### config.mk
export PLATFORM = sky130hd
export DESIGN_NAME = usr_serial_port
export DESIGN_NICKNAME = d
export VERILOG_FILES = /design/src/usr_pkg.sv /design/src/usr_serial_port.sv
export VERILOG_INCLUDE_DIRS = /design/src
export SDC_FILE = /design/constraint.sdc
export NUM_CORES = 1
export LEC_CHECK = 0
export BUFFER_PORTS_ARGS = -buffer_cell sky130_fd_sc_hd__buf_2
export CAP_MARGIN = 40
export CORE_MARGIN = 4
export CORE_UTILIZATION = 56
export CTS_BUF_LIST = sky130_fd_sc_hd__clkbuf_4 sky130_fd_sc_hd__clkbuf_8 sky130_fd_sc_hd__clkbuf_16
export DETAILED_ROUTE_END_ITERATION = 7
export PLACE_DENSITY = 0.8
export RECOVER_POWER = 50
export SLEW_MARGIN = 25
export SYNTH_ARGS = -nofsm -noshare
export SYNTH_HDL_FRONTEND = slang
export SYNTH_SLANG_ARGS = --single-unit
### constraint.sdc
create_clock -name clk -period 3.33 [get_ports clk]
set_input_delay 0.333 -clock clk [delete_from_list [all_inputs] [get_ports clk]]
set_output_delay 0.333 -clock clk [all_outputs]
set_load 0.005 [all_outputs]
### src/usr_map.svh
// register indices, field positions and reset values of the serial port
`ifndef USR_MAP_SVH
`define USR_MAP_SVH
// ---------------------------------------------------------------
// register indices (byte address is four times the index)
// ---------------------------------------------------------------
`define USR_IDX_INTERRUPT_CONTROL 10'h00b
`define USR_IDX_IRQ_FLAGS 10'h00c
`define USR_IDX_RX_STATUS_CONTROL 10'h018
`define USR_IDX_TRANSMIT_BUFFER 10'h019
`define USR_IDX_RECEIVE_DATA 10'h01a
`define USR_IDX_IRQ_ENABLE 10'h08c
`define USR_IDX_TX_STATUS_CONTROL 10'h098
`define USR_IDX_BAUD_DIVISOR 10'h099
// ---------------------------------------------------------------
// field positions
// ---------------------------------------------------------------
`define USR_GLOBAL_IRQ_ENABLE_BIT 7
`define USR_PERIPHERAL_IRQ_GATE_BIT 6
`define USR_RECEIVE_FLAG_BIT 5
`define USR_TRANSMIT_FLAG_BIT 4
`define USR_RX_IRQ_ENABLE_BIT 5
`define USR_TX_IRQ_ENABLE_BIT 4
`define USR_PORT_ENABLE_BIT 7
`define USR_NINTH_RX_ENABLE_BIT 6
`define USR_SINGLE_RX_BIT 5
`define USR_CONT_RX_BIT 4
`define USR_FRAMING_ERROR_BIT 2
`define USR_OVERRUN_BIT 1
`define USR_RX_NINTH_BIT 0
`define USR_CLOCK_SOURCE_BIT 7
`define USR_NINTH_TX_ENABLE_BIT 6
`define USR_TX_ENABLE_BIT 5
`define USR_SYNC_SELECT_BIT 4
`define USR_HIGH_BAUD_BIT 2
`define USR_TX_SHIFT_EMPTY_BIT 1
`define USR_TX_NINTH_BIT 0
// ---------------------------------------------------------------
// reset values, counts and constants
// ---------------------------------------------------------------
`define USR_RESET_BYTE 8'h00
`define USR_TX_STATUS_RESET 8'h02
`define USR_BITS_8_LAST 4'h7
`define USR_BITS_9_LAST 4'h8
`define USR_IRQ_VECTOR 14'h0004
`define USR_HSIZE_WORD 3'h2
`endif

### src/usr_pkg.sv
// types shared by the serial port design
package usr_pkg;
    typedef enum logic [1:0] {
        USR_TRANS_IDLE,
        USR_TRANS_BUSY,
        USR_TRANS_NONSEQ,
        USR_TRANS_SEQ
    } usr_htrans_e;
    typedef logic [8:0] usr_word_t;
endpackage

### src/usr_serial_port.sv
// synchronous serial port: master/slave reception and transmission
//
// Contract
// - continuous enable, or single enable in master mode, starts reception
// - data sampled on shift clock falling edge
// - single enable receives one word, stops
// - continuous enable receives until software clears
// - both enables set behaves as continuous
// - finished word enters fifo, sets receive flag
// - receive request gated by enable; flag not
// - receive flag read only, clears when empty
// - receive data is two-entry ordered fifo
// - full fifo at word end sets overrun
// - overrun clears only by clearing continuous enable
// - overrun blocks every transfer into fifo
// - ninth bit queued with byte, read advances
// - clock source clear selects external shift clock
// - slave mode works while core sleeps
// - first word sent, second waits, flag clear
// - second word loads after first, flag sets
// - flag with enable wakes core, vectors
// - master drives clock; baud idle when disabled
// - transmit flag set at handoff, cleared by write
// - transmit data changes on rising edge
//
// Added by the designer: register access over AHB-Lite.
`timescale 1ns/1ps
`include "usr_map.svh"
module usr_serial_port #(
    parameter int RX_FIFO_DEPTH = 2,
    parameter int ADDR_W = 12
) (
    input wire logic clk,
    input wire logic rst_n,
    input wire logic hsel,
    input wire logic [ADDR_W-1:0] haddr,
    input wire logic [1:0] htrans,
    input wire logic hwrite,
    input wire logic [2:0] hsize,
    input wire logic [31:0] hwdata,
    input wire logic hready,
    output logic [31:0] hrdata,
    output logic hreadyout,
    output logic hresp,
    input wire logic core_sleep,
    output logic rx_irq,
    output logic tx_irq,
    output logic wake_request,
    output logic branch_request,
    output logic [13:0] branch_vector,
    input wire logic shift_clock_pin_in,
    output logic shift_clock_pin_out,
    output logic shift_clock_pin_oe_n,
    input wire logic serial_data_pin_in,
    output logic serial_data_pin_out,
    output logic serial_data_pin_oe_n
);
    localparam int PW = (RX_FIFO_DEPTH > 1) ? $clog2(RX_FIFO_DEPTH) : 1;
    localparam logic [PW:0] FULL_CNT = (PW+1)'(RX_FIFO_DEPTH);
    localparam int IW = ADDR_W - 2;
    generate
        if (RX_FIFO_DEPTH < 2 || (RX_FIFO_DEPTH & (RX_FIFO_DEPTH - 1)) != 0
            || ADDR_W < 12) begin : g_bad
            $error("fifo depth must be a power of two, address 12 bits");
        end
    endgenerate
    function automatic logic hit(input logic [IW-1:0] idx,
                                 input logic [9:0] reg_idx);
        hit = (idx == IW'(reg_idx));
    endfunction
    // ---------------------------------------------------------------
    // bus slave
    // ---------------------------------------------------------------
    logic take;
    logic [IW-1:0] a_idx;
    logic wr_pend_reg;
    logic [IW-1:0] wr_idx_reg;
    logic [7:0] rd_mux;
    logic [31:0] hrdata_reg;
    logic pop;
    assign take = hsel && hready && htrans[1];
    assign a_idx = haddr[ADDR_W-1:2];
    assign hreadyout = 1'b1;
    assign hresp = 1'b0;
    assign hrdata = hrdata_reg;
    always_ff @(posedge clk) begin
        if (!rst_n) begin
            wr_pend_reg <= 1'b0;
            wr_idx_reg <= '0;
            hrdata_reg <= 32'h0;
        end else begin
            wr_pend_reg <= take && hwrite && hsize == `USR_HSIZE_WORD;
            if (take) begin
                wr_idx_reg <= a_idx;
                hrdata_reg <= hwrite ? 32'h0 : {24'h0, rd_mux};
            end
        end
    end
    function automatic logic wr_hit(input logic pend,
                                    input logic [IW-1:0] idx,
                                    input logic [9:0] reg_idx);
        wr_hit = pend && hit(idx, reg_idx);
    endfunction
    // ---------------------------------------------------------------
    // control registers
    // ---------------------------------------------------------------
    logic [7:0] interrupt_control_reg, pie_reg, divisor_reg, wd;
    logic port_en_reg, rx9_en_reg, single_receive_enable_reg, continuous_receive_enable_reg, overrun_error_reg;
    logic clock_source_select_reg, tx9_reg, transmit_enable_reg, sync_reg, brgh_reg, transmit_ninth_bit_reg;
    logic word_done, push, overrun, full;
    assign wd = hwdata[7:0];
    always_ff @(posedge clk) begin
        if (!rst_n) begin
            interrupt_control_reg <= `USR_RESET_BYTE;
            pie_reg <= `USR_RESET_BYTE;
            divisor_reg <= `USR_RESET_BYTE;
            {clock_source_select_reg, tx9_reg, transmit_enable_reg, sync_reg} <= 4'h0;
            {brgh_reg, transmit_ninth_bit_reg} <= 2'h0;
        end else begin
            if (wr_hit(wr_pend_reg, wr_idx_reg, `USR_IDX_INTERRUPT_CONTROL))
                interrupt_control_reg <= wd;
            if (wr_hit(wr_pend_reg, wr_idx_reg, `USR_IDX_IRQ_ENABLE))
                pie_reg <= wd;
            if (wr_hit(wr_pend_reg, wr_idx_reg, `USR_IDX_BAUD_DIVISOR))
                divisor_reg <= wd;
            if (wr_hit(wr_pend_reg, wr_idx_reg, `USR_IDX_TX_STATUS_CONTROL))
                begin
                clock_source_select_reg <= wd[`USR_CLOCK_SOURCE_BIT];
                tx9_reg <= wd[`USR_NINTH_TX_ENABLE_BIT];
                transmit_enable_reg <= wd[`USR_TX_ENABLE_BIT];
                sync_reg <= wd[`USR_SYNC_SELECT_BIT];
                brgh_reg <= wd[`USR_HIGH_BAUD_BIT];
                transmit_ninth_bit_reg <= wd[`USR_TX_NINTH_BIT];
            end
        end
    end
    // receive control, hardware clears single enable after one word unless continuous enable is set
    always_ff @(posedge clk) begin
        if (!rst_n) begin
            {port_en_reg, rx9_en_reg, single_receive_enable_reg, continuous_receive_enable_reg} <= 4'h0;
        end else if (wr_hit(wr_pend_reg, wr_idx_reg,
                            `USR_IDX_RX_STATUS_CONTROL)) begin
            port_en_reg <= wd[`USR_PORT_ENABLE_BIT];
            rx9_en_reg <= wd[`USR_NINTH_RX_ENABLE_BIT];
            single_receive_enable_reg <= wd[`USR_SINGLE_RX_BIT];
            continuous_receive_enable_reg <= wd[`USR_CONT_RX_BIT];
        end else if (word_done && !continuous_receive_enable_reg && clock_source_select_reg) begin
            single_receive_enable_reg <= 1'b0;
        end
    end
    // overrun: set wins, cleared only while continuous enable is low
    always_ff @(posedge clk) begin
        if (!rst_n)
            overrun_error_reg <= 1'b0;
        else if (overrun)
            overrun_error_reg <= 1'b1;
        else if (!continuous_receive_enable_reg)
            overrun_error_reg <= 1'b0;
    end
    // ---------------------------------------------------------------
    // pin synchronisers
    // ---------------------------------------------------------------
    logic [2:0] ck_sync_reg, dt_sync_reg;
    logic ck_stable_reg, dt_stable_reg, ck_prev_reg;
    always_ff @(posedge clk) begin
        if (!rst_n) begin
            ck_sync_reg <= 3'h0;
            dt_sync_reg <= 3'h0;
            ck_stable_reg <= 1'b0;
            dt_stable_reg <= 1'b0;
            ck_prev_reg <= 1'b0;
        end else begin
            ck_sync_reg <= {ck_sync_reg[1:0], shift_clock_pin_in};
            dt_sync_reg <= {dt_sync_reg[1:0], serial_data_pin_in};
            if (ck_sync_reg[1] == ck_sync_reg[2])
                ck_stable_reg <= ck_sync_reg[2];
            if (dt_sync_reg[1] == dt_sync_reg[2])
                dt_stable_reg <= dt_sync_reg[2];
            ck_prev_reg <= ck_stable_reg;
        end
    end
    // ---------------------------------------------------------------
    // baud generator and shift clock
    // ---------------------------------------------------------------
    logic port_on, rx_en, tx_on, brg_run, tick, clk_run;
    logic rise_ev, fall_ev, ck_reg, tx_busy_reg;
    logic [7:0] baud_cnt_reg;
    assign port_on = port_en_reg && sync_reg;
    assign rx_en = port_on && (continuous_receive_enable_reg || (single_receive_enable_reg && clock_source_select_reg));
    assign tx_on = port_on && transmit_enable_reg && !rx_en;
    assign brg_run = transmit_enable_reg || continuous_receive_enable_reg || single_receive_enable_reg;
    assign tick = brg_run && baud_cnt_reg == 8'h00;
    assign clk_run = port_on && clock_source_select_reg && (rx_en || (tx_on && tx_busy_reg));
    always_ff @(posedge clk) begin
        if (!rst_n)
            baud_cnt_reg <= `USR_RESET_BYTE;
        else if (!brg_run || baud_cnt_reg == 8'h00)
            baud_cnt_reg <= divisor_reg;
        else
            baud_cnt_reg <= baud_cnt_reg - 8'h01;
    end
    always_ff @(posedge clk) begin
        if (!rst_n || !clock_source_select_reg || !port_on || !brg_run)
            ck_reg <= 1'b0;
        else if (tick && ck_reg)
            ck_reg <= 1'b0;
        else if (tick && clk_run)
            ck_reg <= 1'b1;
    end
    // master edges come from the generator, slave edges from the pin
    assign rise_ev = clock_source_select_reg ? (tick && !ck_reg && clk_run)
                              : (port_on && ck_stable_reg && !ck_prev_reg);
    assign fall_ev = clock_source_select_reg ? (tick && ck_reg)
                              : (port_on && !ck_stable_reg && ck_prev_reg);
    // ---------------------------------------------------------------
    // receiver
    // ---------------------------------------------------------------
    logic [3:0] rx_cnt_reg, rx_last;
    usr_pkg::usr_word_t rsr_reg, rx_asm, rx_word;
    assign rx_last = rx9_en_reg ? `USR_BITS_9_LAST : `USR_BITS_8_LAST;
    assign word_done = rx_en && fall_ev && rx_cnt_reg == rx_last;
    assign rx_asm = {dt_stable_reg, rsr_reg[8:1]};
    assign rx_word = rx9_en_reg ? rx_asm : {1'b0, rx_asm[8:1]};
    always_ff @(posedge clk) begin
        if (!rst_n || !rx_en) begin
            rx_cnt_reg <= 4'h0;
            rsr_reg <= 9'h000;
        end else if (fall_ev) begin
            rsr_reg <= rx_asm;
            rx_cnt_reg <= (rx_cnt_reg == rx_last) ? 4'h0
                                                  : rx_cnt_reg + 4'h1;
        end
    end
    // ---------------------------------------------------------------
    // receive fifo
    // ---------------------------------------------------------------
    usr_pkg::usr_word_t fifo_mem [RX_FIFO_DEPTH];
    logic [PW-1:0] wr_ptr_reg, rd_ptr_reg;
    logic [PW:0] fifo_cnt_reg;
    logic rx_flag;
    assign full = fifo_cnt_reg == FULL_CNT;
    assign push = word_done && !overrun_error_reg && !full;
    assign overrun = word_done && full;
    assign pop = take && !hwrite && hit(a_idx, `USR_IDX_RECEIVE_DATA)
                 && fifo_cnt_reg != '0;
    assign rx_flag = fifo_cnt_reg != '0;
    always_ff @(posedge clk) begin
        if (push)
            fifo_mem[wr_ptr_reg] <= rx_word;
    end
    always_ff @(posedge clk) begin
        if (!rst_n) begin
            wr_ptr_reg <= '0;
            rd_ptr_reg <= '0;
            fifo_cnt_reg <= '0;
        end else begin
            if (push)
                wr_ptr_reg <= wr_ptr_reg + 1'b1;
            if (pop)
                rd_ptr_reg <= rd_ptr_reg + 1'b1;
            case ({push, pop})
                2'b10: fifo_cnt_reg <= fifo_cnt_reg + 1'b1;
                2'b01: fifo_cnt_reg <= fifo_cnt_reg - 1'b1;
                default: fifo_cnt_reg <= fifo_cnt_reg;
            endcase
        end
    end
    // ---------------------------------------------------------------
    // transmitter
    // ---------------------------------------------------------------
    logic [8:0] txbuf_reg, tsr_reg;
    logic txbuf_full_reg, transmit_flag_reg, dout_reg, tx_load, buf_wr;
    logic [3:0] tx_cnt_reg, tx_bits;
    assign buf_wr = wr_hit(wr_pend_reg, wr_idx_reg, `USR_IDX_TRANSMIT_BUFFER);
    assign tx_load = transmit_enable_reg && !tx_busy_reg && txbuf_full_reg;
    assign tx_bits = tx9_reg ? `USR_BITS_9_LAST + 4'h1
                             : `USR_BITS_8_LAST + 4'h1;
    always_ff @(posedge clk) begin
        if (!rst_n) begin
            txbuf_reg <= 9'h000;
            txbuf_full_reg <= 1'b0;
        end else if (buf_wr) begin
            txbuf_reg <= {transmit_ninth_bit_reg, wd};
            txbuf_full_reg <= 1'b1;
        end else if (tx_load) begin
            txbuf_full_reg <= 1'b0;
        end
    end
    always_ff @(posedge clk) begin
        if (!rst_n)
            transmit_flag_reg <= 1'b0;
        else if (tx_load)
            transmit_flag_reg <= 1'b1;
        else if (buf_wr)
            transmit_flag_reg <= 1'b0;
    end
    always_ff @(posedge clk) begin
        if (!rst_n || !transmit_enable_reg) begin
            tx_busy_reg <= 1'b0;
            tx_cnt_reg <= 4'h0;
            tsr_reg <= 9'h000;
            dout_reg <= 1'b0;
        end else if (tx_load) begin
            tsr_reg <= tx9_reg ? txbuf_reg : {1'b0, txbuf_reg[7:0]};
            tx_busy_reg <= 1'b1;
        end else if (tx_on && tx_busy_reg) begin
            if (rise_ev && tx_cnt_reg < tx_bits) begin
                dout_reg <= tsr_reg[0];
                tsr_reg <= {1'b0, tsr_reg[8:1]};
                tx_cnt_reg <= tx_cnt_reg + 4'h1;
            end else if (fall_ev && tx_cnt_reg == tx_bits) begin
                tx_busy_reg <= 1'b0;
                tx_cnt_reg <= 4'h0;
            end
        end
    end
    // ---------------------------------------------------------------
    // pins, requests and read mux
    // ---------------------------------------------------------------
    assign shift_clock_pin_out = ck_reg;
    assign shift_clock_pin_oe_n = !(port_on && clock_source_select_reg
                                    && (transmit_enable_reg || rx_en));
    assign serial_data_pin_out = dout_reg;
    assign serial_data_pin_oe_n = !tx_on;
    assign rx_irq = rx_flag && pie_reg[`USR_RX_IRQ_ENABLE_BIT];
    assign tx_irq = transmit_flag_reg && pie_reg[`USR_TX_IRQ_ENABLE_BIT];
    assign wake_request = core_sleep && (rx_irq || tx_irq);
    assign branch_request = interrupt_control_reg[`USR_GLOBAL_IRQ_ENABLE_BIT]
                            && interrupt_control_reg[`USR_PERIPHERAL_IRQ_GATE_BIT]
                            && (rx_irq || tx_irq);
    assign branch_vector = `USR_IRQ_VECTOR;
    always_comb begin
        rd_mux = 8'h00;
        if (hit(a_idx, `USR_IDX_INTERRUPT_CONTROL))
            rd_mux = interrupt_control_reg;
        else if (hit(a_idx, `USR_IDX_IRQ_FLAGS)) begin
            rd_mux[`USR_RECEIVE_FLAG_BIT] = rx_flag;
            rd_mux[`USR_TRANSMIT_FLAG_BIT] = transmit_flag_reg;
        end else if (hit(a_idx, `USR_IDX_RX_STATUS_CONTROL))
            rd_mux = {port_en_reg, rx9_en_reg, single_receive_enable_reg, continuous_receive_enable_reg, 2'h0,
                      overrun_error_reg, fifo_mem[rd_ptr_reg][8] && rx_flag};
        else if (hit(a_idx, `USR_IDX_RECEIVE_DATA))
            rd_mux = rx_flag ? fifo_mem[rd_ptr_reg][7:0] : 8'h00;
        else if (hit(a_idx, `USR_IDX_IRQ_ENABLE))
            rd_mux = pie_reg;
        else if (hit(a_idx, `USR_IDX_TX_STATUS_CONTROL))
            rd_mux = {clock_source_select_reg, tx9_reg, transmit_enable_reg, sync_reg, 1'b0,
                      brgh_reg, !tx_busy_reg, transmit_ninth_bit_reg};
        else if (hit(a_idx, `USR_IDX_BAUD_DIVISOR))
            rd_mux = divisor_reg;
    end
endmodule

==> reports/results.txt, run 1 <==
Number of post-CTS setup repair buffers: 0
Avg Synthesized Cell Area: 9.41 µm²
Maximum clock rate: 334 MHz
Initial Utilization: 0.573
GPL Wtd Cong: 0.855
Worst supply voltage drop on vdd: 0.000418 V
Total Wirelength: 14400 µm
Number of standard cells in the layout, taps in and fillers out: 859
Post-Place Cells: 821
Seq/Total Area, Yosys: 0.458
Fraction of the cycle the final worst path needs: 0.898
Summed instance area of the synthesized netlist: 6210 µm²
Core area: 10800 µm²
Setup skew after layout: 0.00700 ns
Number of synthesized register bits: 133
CTS root buf: clkbuf_8
DR vias: 4906
Number of distinct standard cells referenced by the synthesized netlist: 64
Dominant combinational cell family by area after synthesis: simple AND/OR/NAND/NOR gates
Routed via count divided by cell count: 5.71
Top cells by area, synth: dfxtp_1 (37%), mux2i_1 (9.8%), edfxtp_1 (8.7%)
Cell count after synthesis: 660
Port Buffers: 45
Number of antenna cells inserted: 0
Critical Path End Type: flop
Global Route Usage Sum: 0.232
Die ar.: 12800 µm²
Layout overhead on the synthesized area: 13.2%
Drt initial violations: 380
Vertical die dimension: 113 µm
Worst Setup Start Kind: flop
Number of ports placed on the die boundary: 113
Classification of the worst setup path: reg2reg
Endpoint required time on the critical path: 3.76 ns
Largest register FFs: 18
Average wire per cell in the routed design: 16.7 µm
Hold Violations, Final: 0
Multiplexer fraction of the synthesized cell area: 0.115
Hold-fix buffers, CTS: 3
Clock net sink count: 133
Total design power: 3.65 mW
Total negative setup slack: 0 ns
Run status: finished, violations left
Clock tree from TritonCTS: yes
Clock transition time at the flip-flop clock pins of the worst setup and hold paths: 0.06 ns
Nets: 769
Share of the synthesized area in compound gates (AO/OA/AOI/OAI): 0.131
Fin. max-slew vios: 55
Antenna violations before repair: 0
Slew @ Worst Pin: 2.57 ns
H-tree depth: 4
Wire length of the first global-routing pass: 23700 µm
Post-synthesis share of cell area spent on and, or, nand and nor gates: 0.197
Gates resized, CTS repair: 0
Post-synth top cells: dfxtp_1 (115), nor2_1 (74), mux2i_1 (61), nand2_1 (60), a21oi_1 (46)
Leakage component of the power: 2.72 nW
Worst Path Arrival: 3.42 ns
Synthesized-area fraction occupied by adder cells: 0.0121
Total gr overflow: 0
Minimum clock period after layout: 2.99 ns
Yosys warnings: 0
Final setup violating endpoints: 0
EDFF count, synth: 18
Max transition margin: -0.716
Cell taking the most area after synthesis: dfxtp_1
DRC viols: 0
Num CTS Buffers: 17
Post-DP HPWL: 10300 µm
Class of the most critical hold timing path: in2reg
Share of synthesized flip-flops with an asynchronous set or reset: 0
Clock Latency Late Sink: 0.53 ns
Fin worst setup slack: 0.339 ns
Num rows: 38
Share of post-route cells with drive strength above 1: 0.150
CP Max Fanout: 5
Post-synthesis share of cell area spent on xor and xnor gates: 0.0141
RSZ-0062 raised after global routing: no
Largest net degree at the start of global routing: 55
Most instantiated library cell after synthesis: dfxtp_1
DP Worst Slack: 0.388 ns
Failing checks: capacitance limit, slew limit
ANT nets after route: 0
Max-capacitance violation count: 1
Power per cell area: 519 nW/µm²
Proportion of netlist area held by the largest area contributor: 0.371
Longest Clk Path Bufs: 2
Drt first pass iters: 5
Most used flip-flop cell after synthesis: dfxtp_1
Horizontal extent of the die: 113 µm
Via count of the first global-routing pass: 4941
## logic make-up after synthesis
| logic type | Yosys count |
|---|---|
| other cells | 2 |
| simple gates | 233 |
| xor+xnor | 10 |
| flops | 133 |
| compound gates | 127 |
| buf+inv | 79 |
| mux | 70 |
| fa+ha+maj | 6 |
## report_power, final
group	switching, mW	internal, mW
logic	0.0728	0.0305
clock network	0.757	1.16
registers	0.00471	1.63
total	0.834	2.82
## critical path, stage by stage (launching register included)
cell	delay [ns]
dfxtp_1	0.32
inv_1	0.08
ha_1	0.18
or3b_2	0.51
nor4_4	0.36
o211ai_2	0.19
or3_1	0.41
ha_1	0.33
or3_1	0.36
a21oi_1	0.15
## worst paths after layout
check	from	depth (start not counted)	end	slack (ns)
setup / recovery	baud_cnt_reg[0]$_SDFF_PN0_	9	fifo_cnt_reg[1]$_SDFFE_PN0P_	0.34
hold / removal	hsize[0]	3	wr_pend_reg$_SDFF_PN0_	0.06
setup reg to reg	baud_cnt_reg[0]$_SDFF_PN0_	9	fifo_cnt_reg[1]$_SDFFE_PN0P_	0.34
hold reg to reg	ck_sync_reg[0]$_SDFF_PN0_	1	ck_sync_reg[1]$_SDFF_PN0_	0.43
## through the flow
step / area (µm²) / utilization / hold slack (ns)
after floorplan: 6350 / - / 0.411
after global placement: 6390 / 0.590 / 0.414
after detailed placement: 6400 / 0.590 / 0.425
after CTS: 7030 / 0.649 / 0.0371
after global routing: 7030 / 0.649 / 0.0573
final: 7030 / 0.649 / 0.0648
## layout by cell type (no fill, tap or decap), drive strengths merged, types with 5 or more instances in the layout
cell type  netlist  layout
a211oi           9       9
a221oi           5       5
xor2             5       5
a22o             5       5
mux2             9       9
conb             2      40
ha               6       6
xnor2            5       5
nor4             7       7
buf             48      46
nor3            11      11
mux2i           61      61
inv              8      15
and3             7       7
clkbuf          23      28
nor2            82      82
a21oi           46      46
nor3b            5       5
o21ai           28      28
nand3            5       5
and2            12      12
nand2           60      60
nand2b           6       6
or3              8       8
o32ai            5       5
edfxtp          18      18
dfxtp          115     115
## layer usage
layer / track usage / routed length (µm)
met1: 0.277 / 5980
met2: 0.389 / 7070
met3: 0.0642 / 844
met4: 0.109 / 480
met5: 0 / 0
## layout make-up
type / instances / area, µm²
well taps: 140 / 175
clock buffers: 17 / 414
repair buffers: 60 / 324
inverters: 8 / 30.0
flip-flops and latches: 133 / 2840
fillers: 882 / 3810
clock inverters: 15 / 191
multi-input cells: 486 / 3050
Power figures use the tool's default switching activity.
==> inputs of run 2 (changes only) <==
Settings changed: PLACE_DENSITY 0.8 to 0.86, SKIP_LAST_GASP set to 1.
Clock period 3.33 ns to 3.7 ns, I/O delays scaled along.
==> run 2 against run 1 <==
Effect of this change: global-route usage is 0.35 points higher; the flow still finishes with violations (capacitance limit, slew limit); sequential power shrank 9.8%; largest cell class unchanged; power down 14%; via count rose by 1.5%; cell count shrank 0.81%; first-iteration DRC count rose by 17%; utilization shrank 0.83 points; clock power fell by 17%; setup slack gained 0.37 ns.
==> reports/results.txt, run 2 (same netlist as run 1, synthesis figures left out) <==
Fraction of the cycle the final worst path needs: 0.809
Number of ports placed on the die boundary: 113
Core area: 10800 µm²
RSZ-0062 raised after global routing: no
Endpoint required time on the critical path: 3.85 ns
Vertical die dimension: 113 µm
Total negative setup slack: 0 ns
Class of the most critical hold timing path: in2reg
Minimum clock period after layout: 2.99 ns
Total design power: 3.15 mW
Power per cell area: 453 nW/µm²
GPL Wtd Cong: 0.866
Via count of the first global-routing pass: 4890
Switching power total: 0.684 mW
Number of antenna cells inserted: 0
Routed via count divided by cell count: 5.84
CTS root buf: clkbuf_8
Antenna violations before repair: 0
Failing checks: capacitance limit, slew limit
Internal power: 2.46 mW
Number of post-CTS setup repair buffers: 0
Largest net degree at the start of global routing: 76
Power share of the combinational group: 0.029
Setup slack, reg-to-reg: 0.71 ns
Num CTS Buffers: 17
Gates resized, CTS repair: 0
Die ar.: 12800 µm²
CP cell instances: inv_1, ha_1, or3b_2, nor4_4, o211ai_2, or3_1, nor2_1
Max transition margin: -0.0169
Hold Violations, Final: 0
DR vias: 4978
Average wire per cell in the routed design: 17.4 µm
Clock Latency Late Sink: 0.52 ns
Num rows: 38
Critical Path End Type: flop
Maximum clock rate: 334 MHz
Run status: finished, violations left
Final setup violating endpoints: 0
ANT nets after route: 0
Wire length of the first global-routing pass: 24000 µm
Largest register FFs: 18
Layout overhead on the synthesized area: 11.8%
Drt first pass iters: 5
Leakage component of the power: 2.68 nW
Share of post-route cells with drive strength above 1: 0.152
CP Max Fanout: 9
Longest Clk Path Bufs: 2
Post-DP HPWL: 10300 µm
Horizontal extent of the die: 113 µm
H-tree depth: 4
Clock transition time at the flip-flop clock pins of the worst setup and hold paths: 0.06 ns
Total gr overflow: 0
Fin. max-slew vios: 70
Worst Setup Start Kind: flop
Sequential share of power: 0.467
Most common library cell in the layout ignoring fill and taps: dfxtp_1
Worst Path Arrival: 3.15 ns
Core Util, Final: 0.640
DRC viols: 0
Top library cells by usage in the layout, fill and taps aside: dfxtp_1 (115), nor2_1 (74), mux2i_1 (61)
Global Route Usage Sum: 0.236
Clock net sink count: 133
Slowest-stage cell, CP: nor2_1
Slew @ Worst Pin: 1.53 ns
Worst supply voltage drop on vdd: 0.000257 V
Initial Utilization: 0.573
Total Wirelength: 14800 µm
Setup skew after layout: 0.00575 ns
Classification of the worst setup path: reg2reg
Switching share of power: 0.217
Nets: 762
Clock power share: 0.504
Clock tree from TritonCTS: yes
Hold-fix buffers, CTS: 0
Drt initial violations: 445
Largest stage delay on the critical path: 0.58 ns
Port Buffers: 45
Max-capacitance violation count: 1
run 2: metrics by stage:
stage | worst slack (ns) | area, µm² | instances | hold slack [ns]
2_1_floorplan | 1.04 | 6350 | 698 | 0.412
3_3_place_gp | 0.740 | 6360 | 816 | 0.420
3_5_place_dp | 0.729 | 6370 | 818 | 0.423
4_1_cts | 0.700 | 6950 | 850 | 0.0114
5_1_grt | 0.518 | 6940 | 852 | 0.0190
6_report | 0.706 | 6940 | 852 | 0.0181
run 2: power by group through the flow:
| stage | clock network (mW) | logic, mW | registers (mW) |
|---|---|---|---|
| finish | 1.59 | 0.0911 | 1.47 |
| global route | 1.67 | 0.101 | 1.47 |
| CTS | 1.60 | 0.0893 | 1.47 |
| detailed placement | 0 | 0.0889 | 1.50 |
| global placement | 0 | 0.0877 | 1.50 |
| floorplan | 0 | 0.0807 | 1.50 |
run 2: worst paths after layout:
check                             start                   endpoint  cells after the start
min                            hsize[2]     wr_pend_reg$_SDFF_PN0_                      2
max          baud_cnt_reg[0]$_SDFF_PN0_   fifo_mem[1][2]$_DFFE_PP_                      7
min reg2reg   ck_sync_reg[0]$_SDFF_PN0_  ck_sync_reg[1]$_SDFF_PN0_                      1
max reg2reg  baud_cnt_reg[0]$_SDFF_PN0_   fifo_mem[1][2]$_DFFE_PP_                      7
run 2: final cells by class:
type	instances	area, µm²
inverter	8	30.0
timing repair buffer	53	267
tap	140	175
sequential	133	2840
clock inverter	11	98.8
fill	859	3900
clock buffer	21	474
multi-input combinational	486	3050
run 2: worst max-delay path, delay by kind of cell (launching register included):
family                     cells  cell delay [ns]
and+or+nand+nor                4             1.86
DFF                            1             0.31
AOI/OAI and AO/OA              1             0.21
adders and majority gates      1             0.17
buffers and inverters          1             0.08
run 2: layer usage:
metal | global-route usage | share of wire | vias up
li1 | - | - | 2362
met1 | 0.275 | 0.39 | 2366
met2 | 0.415 | 0.51 | 202
met3 | 0.0535 | 0.068 | 48
met4 | 0.101 | 0.034 | 0
met5 | 0 | 0 | -
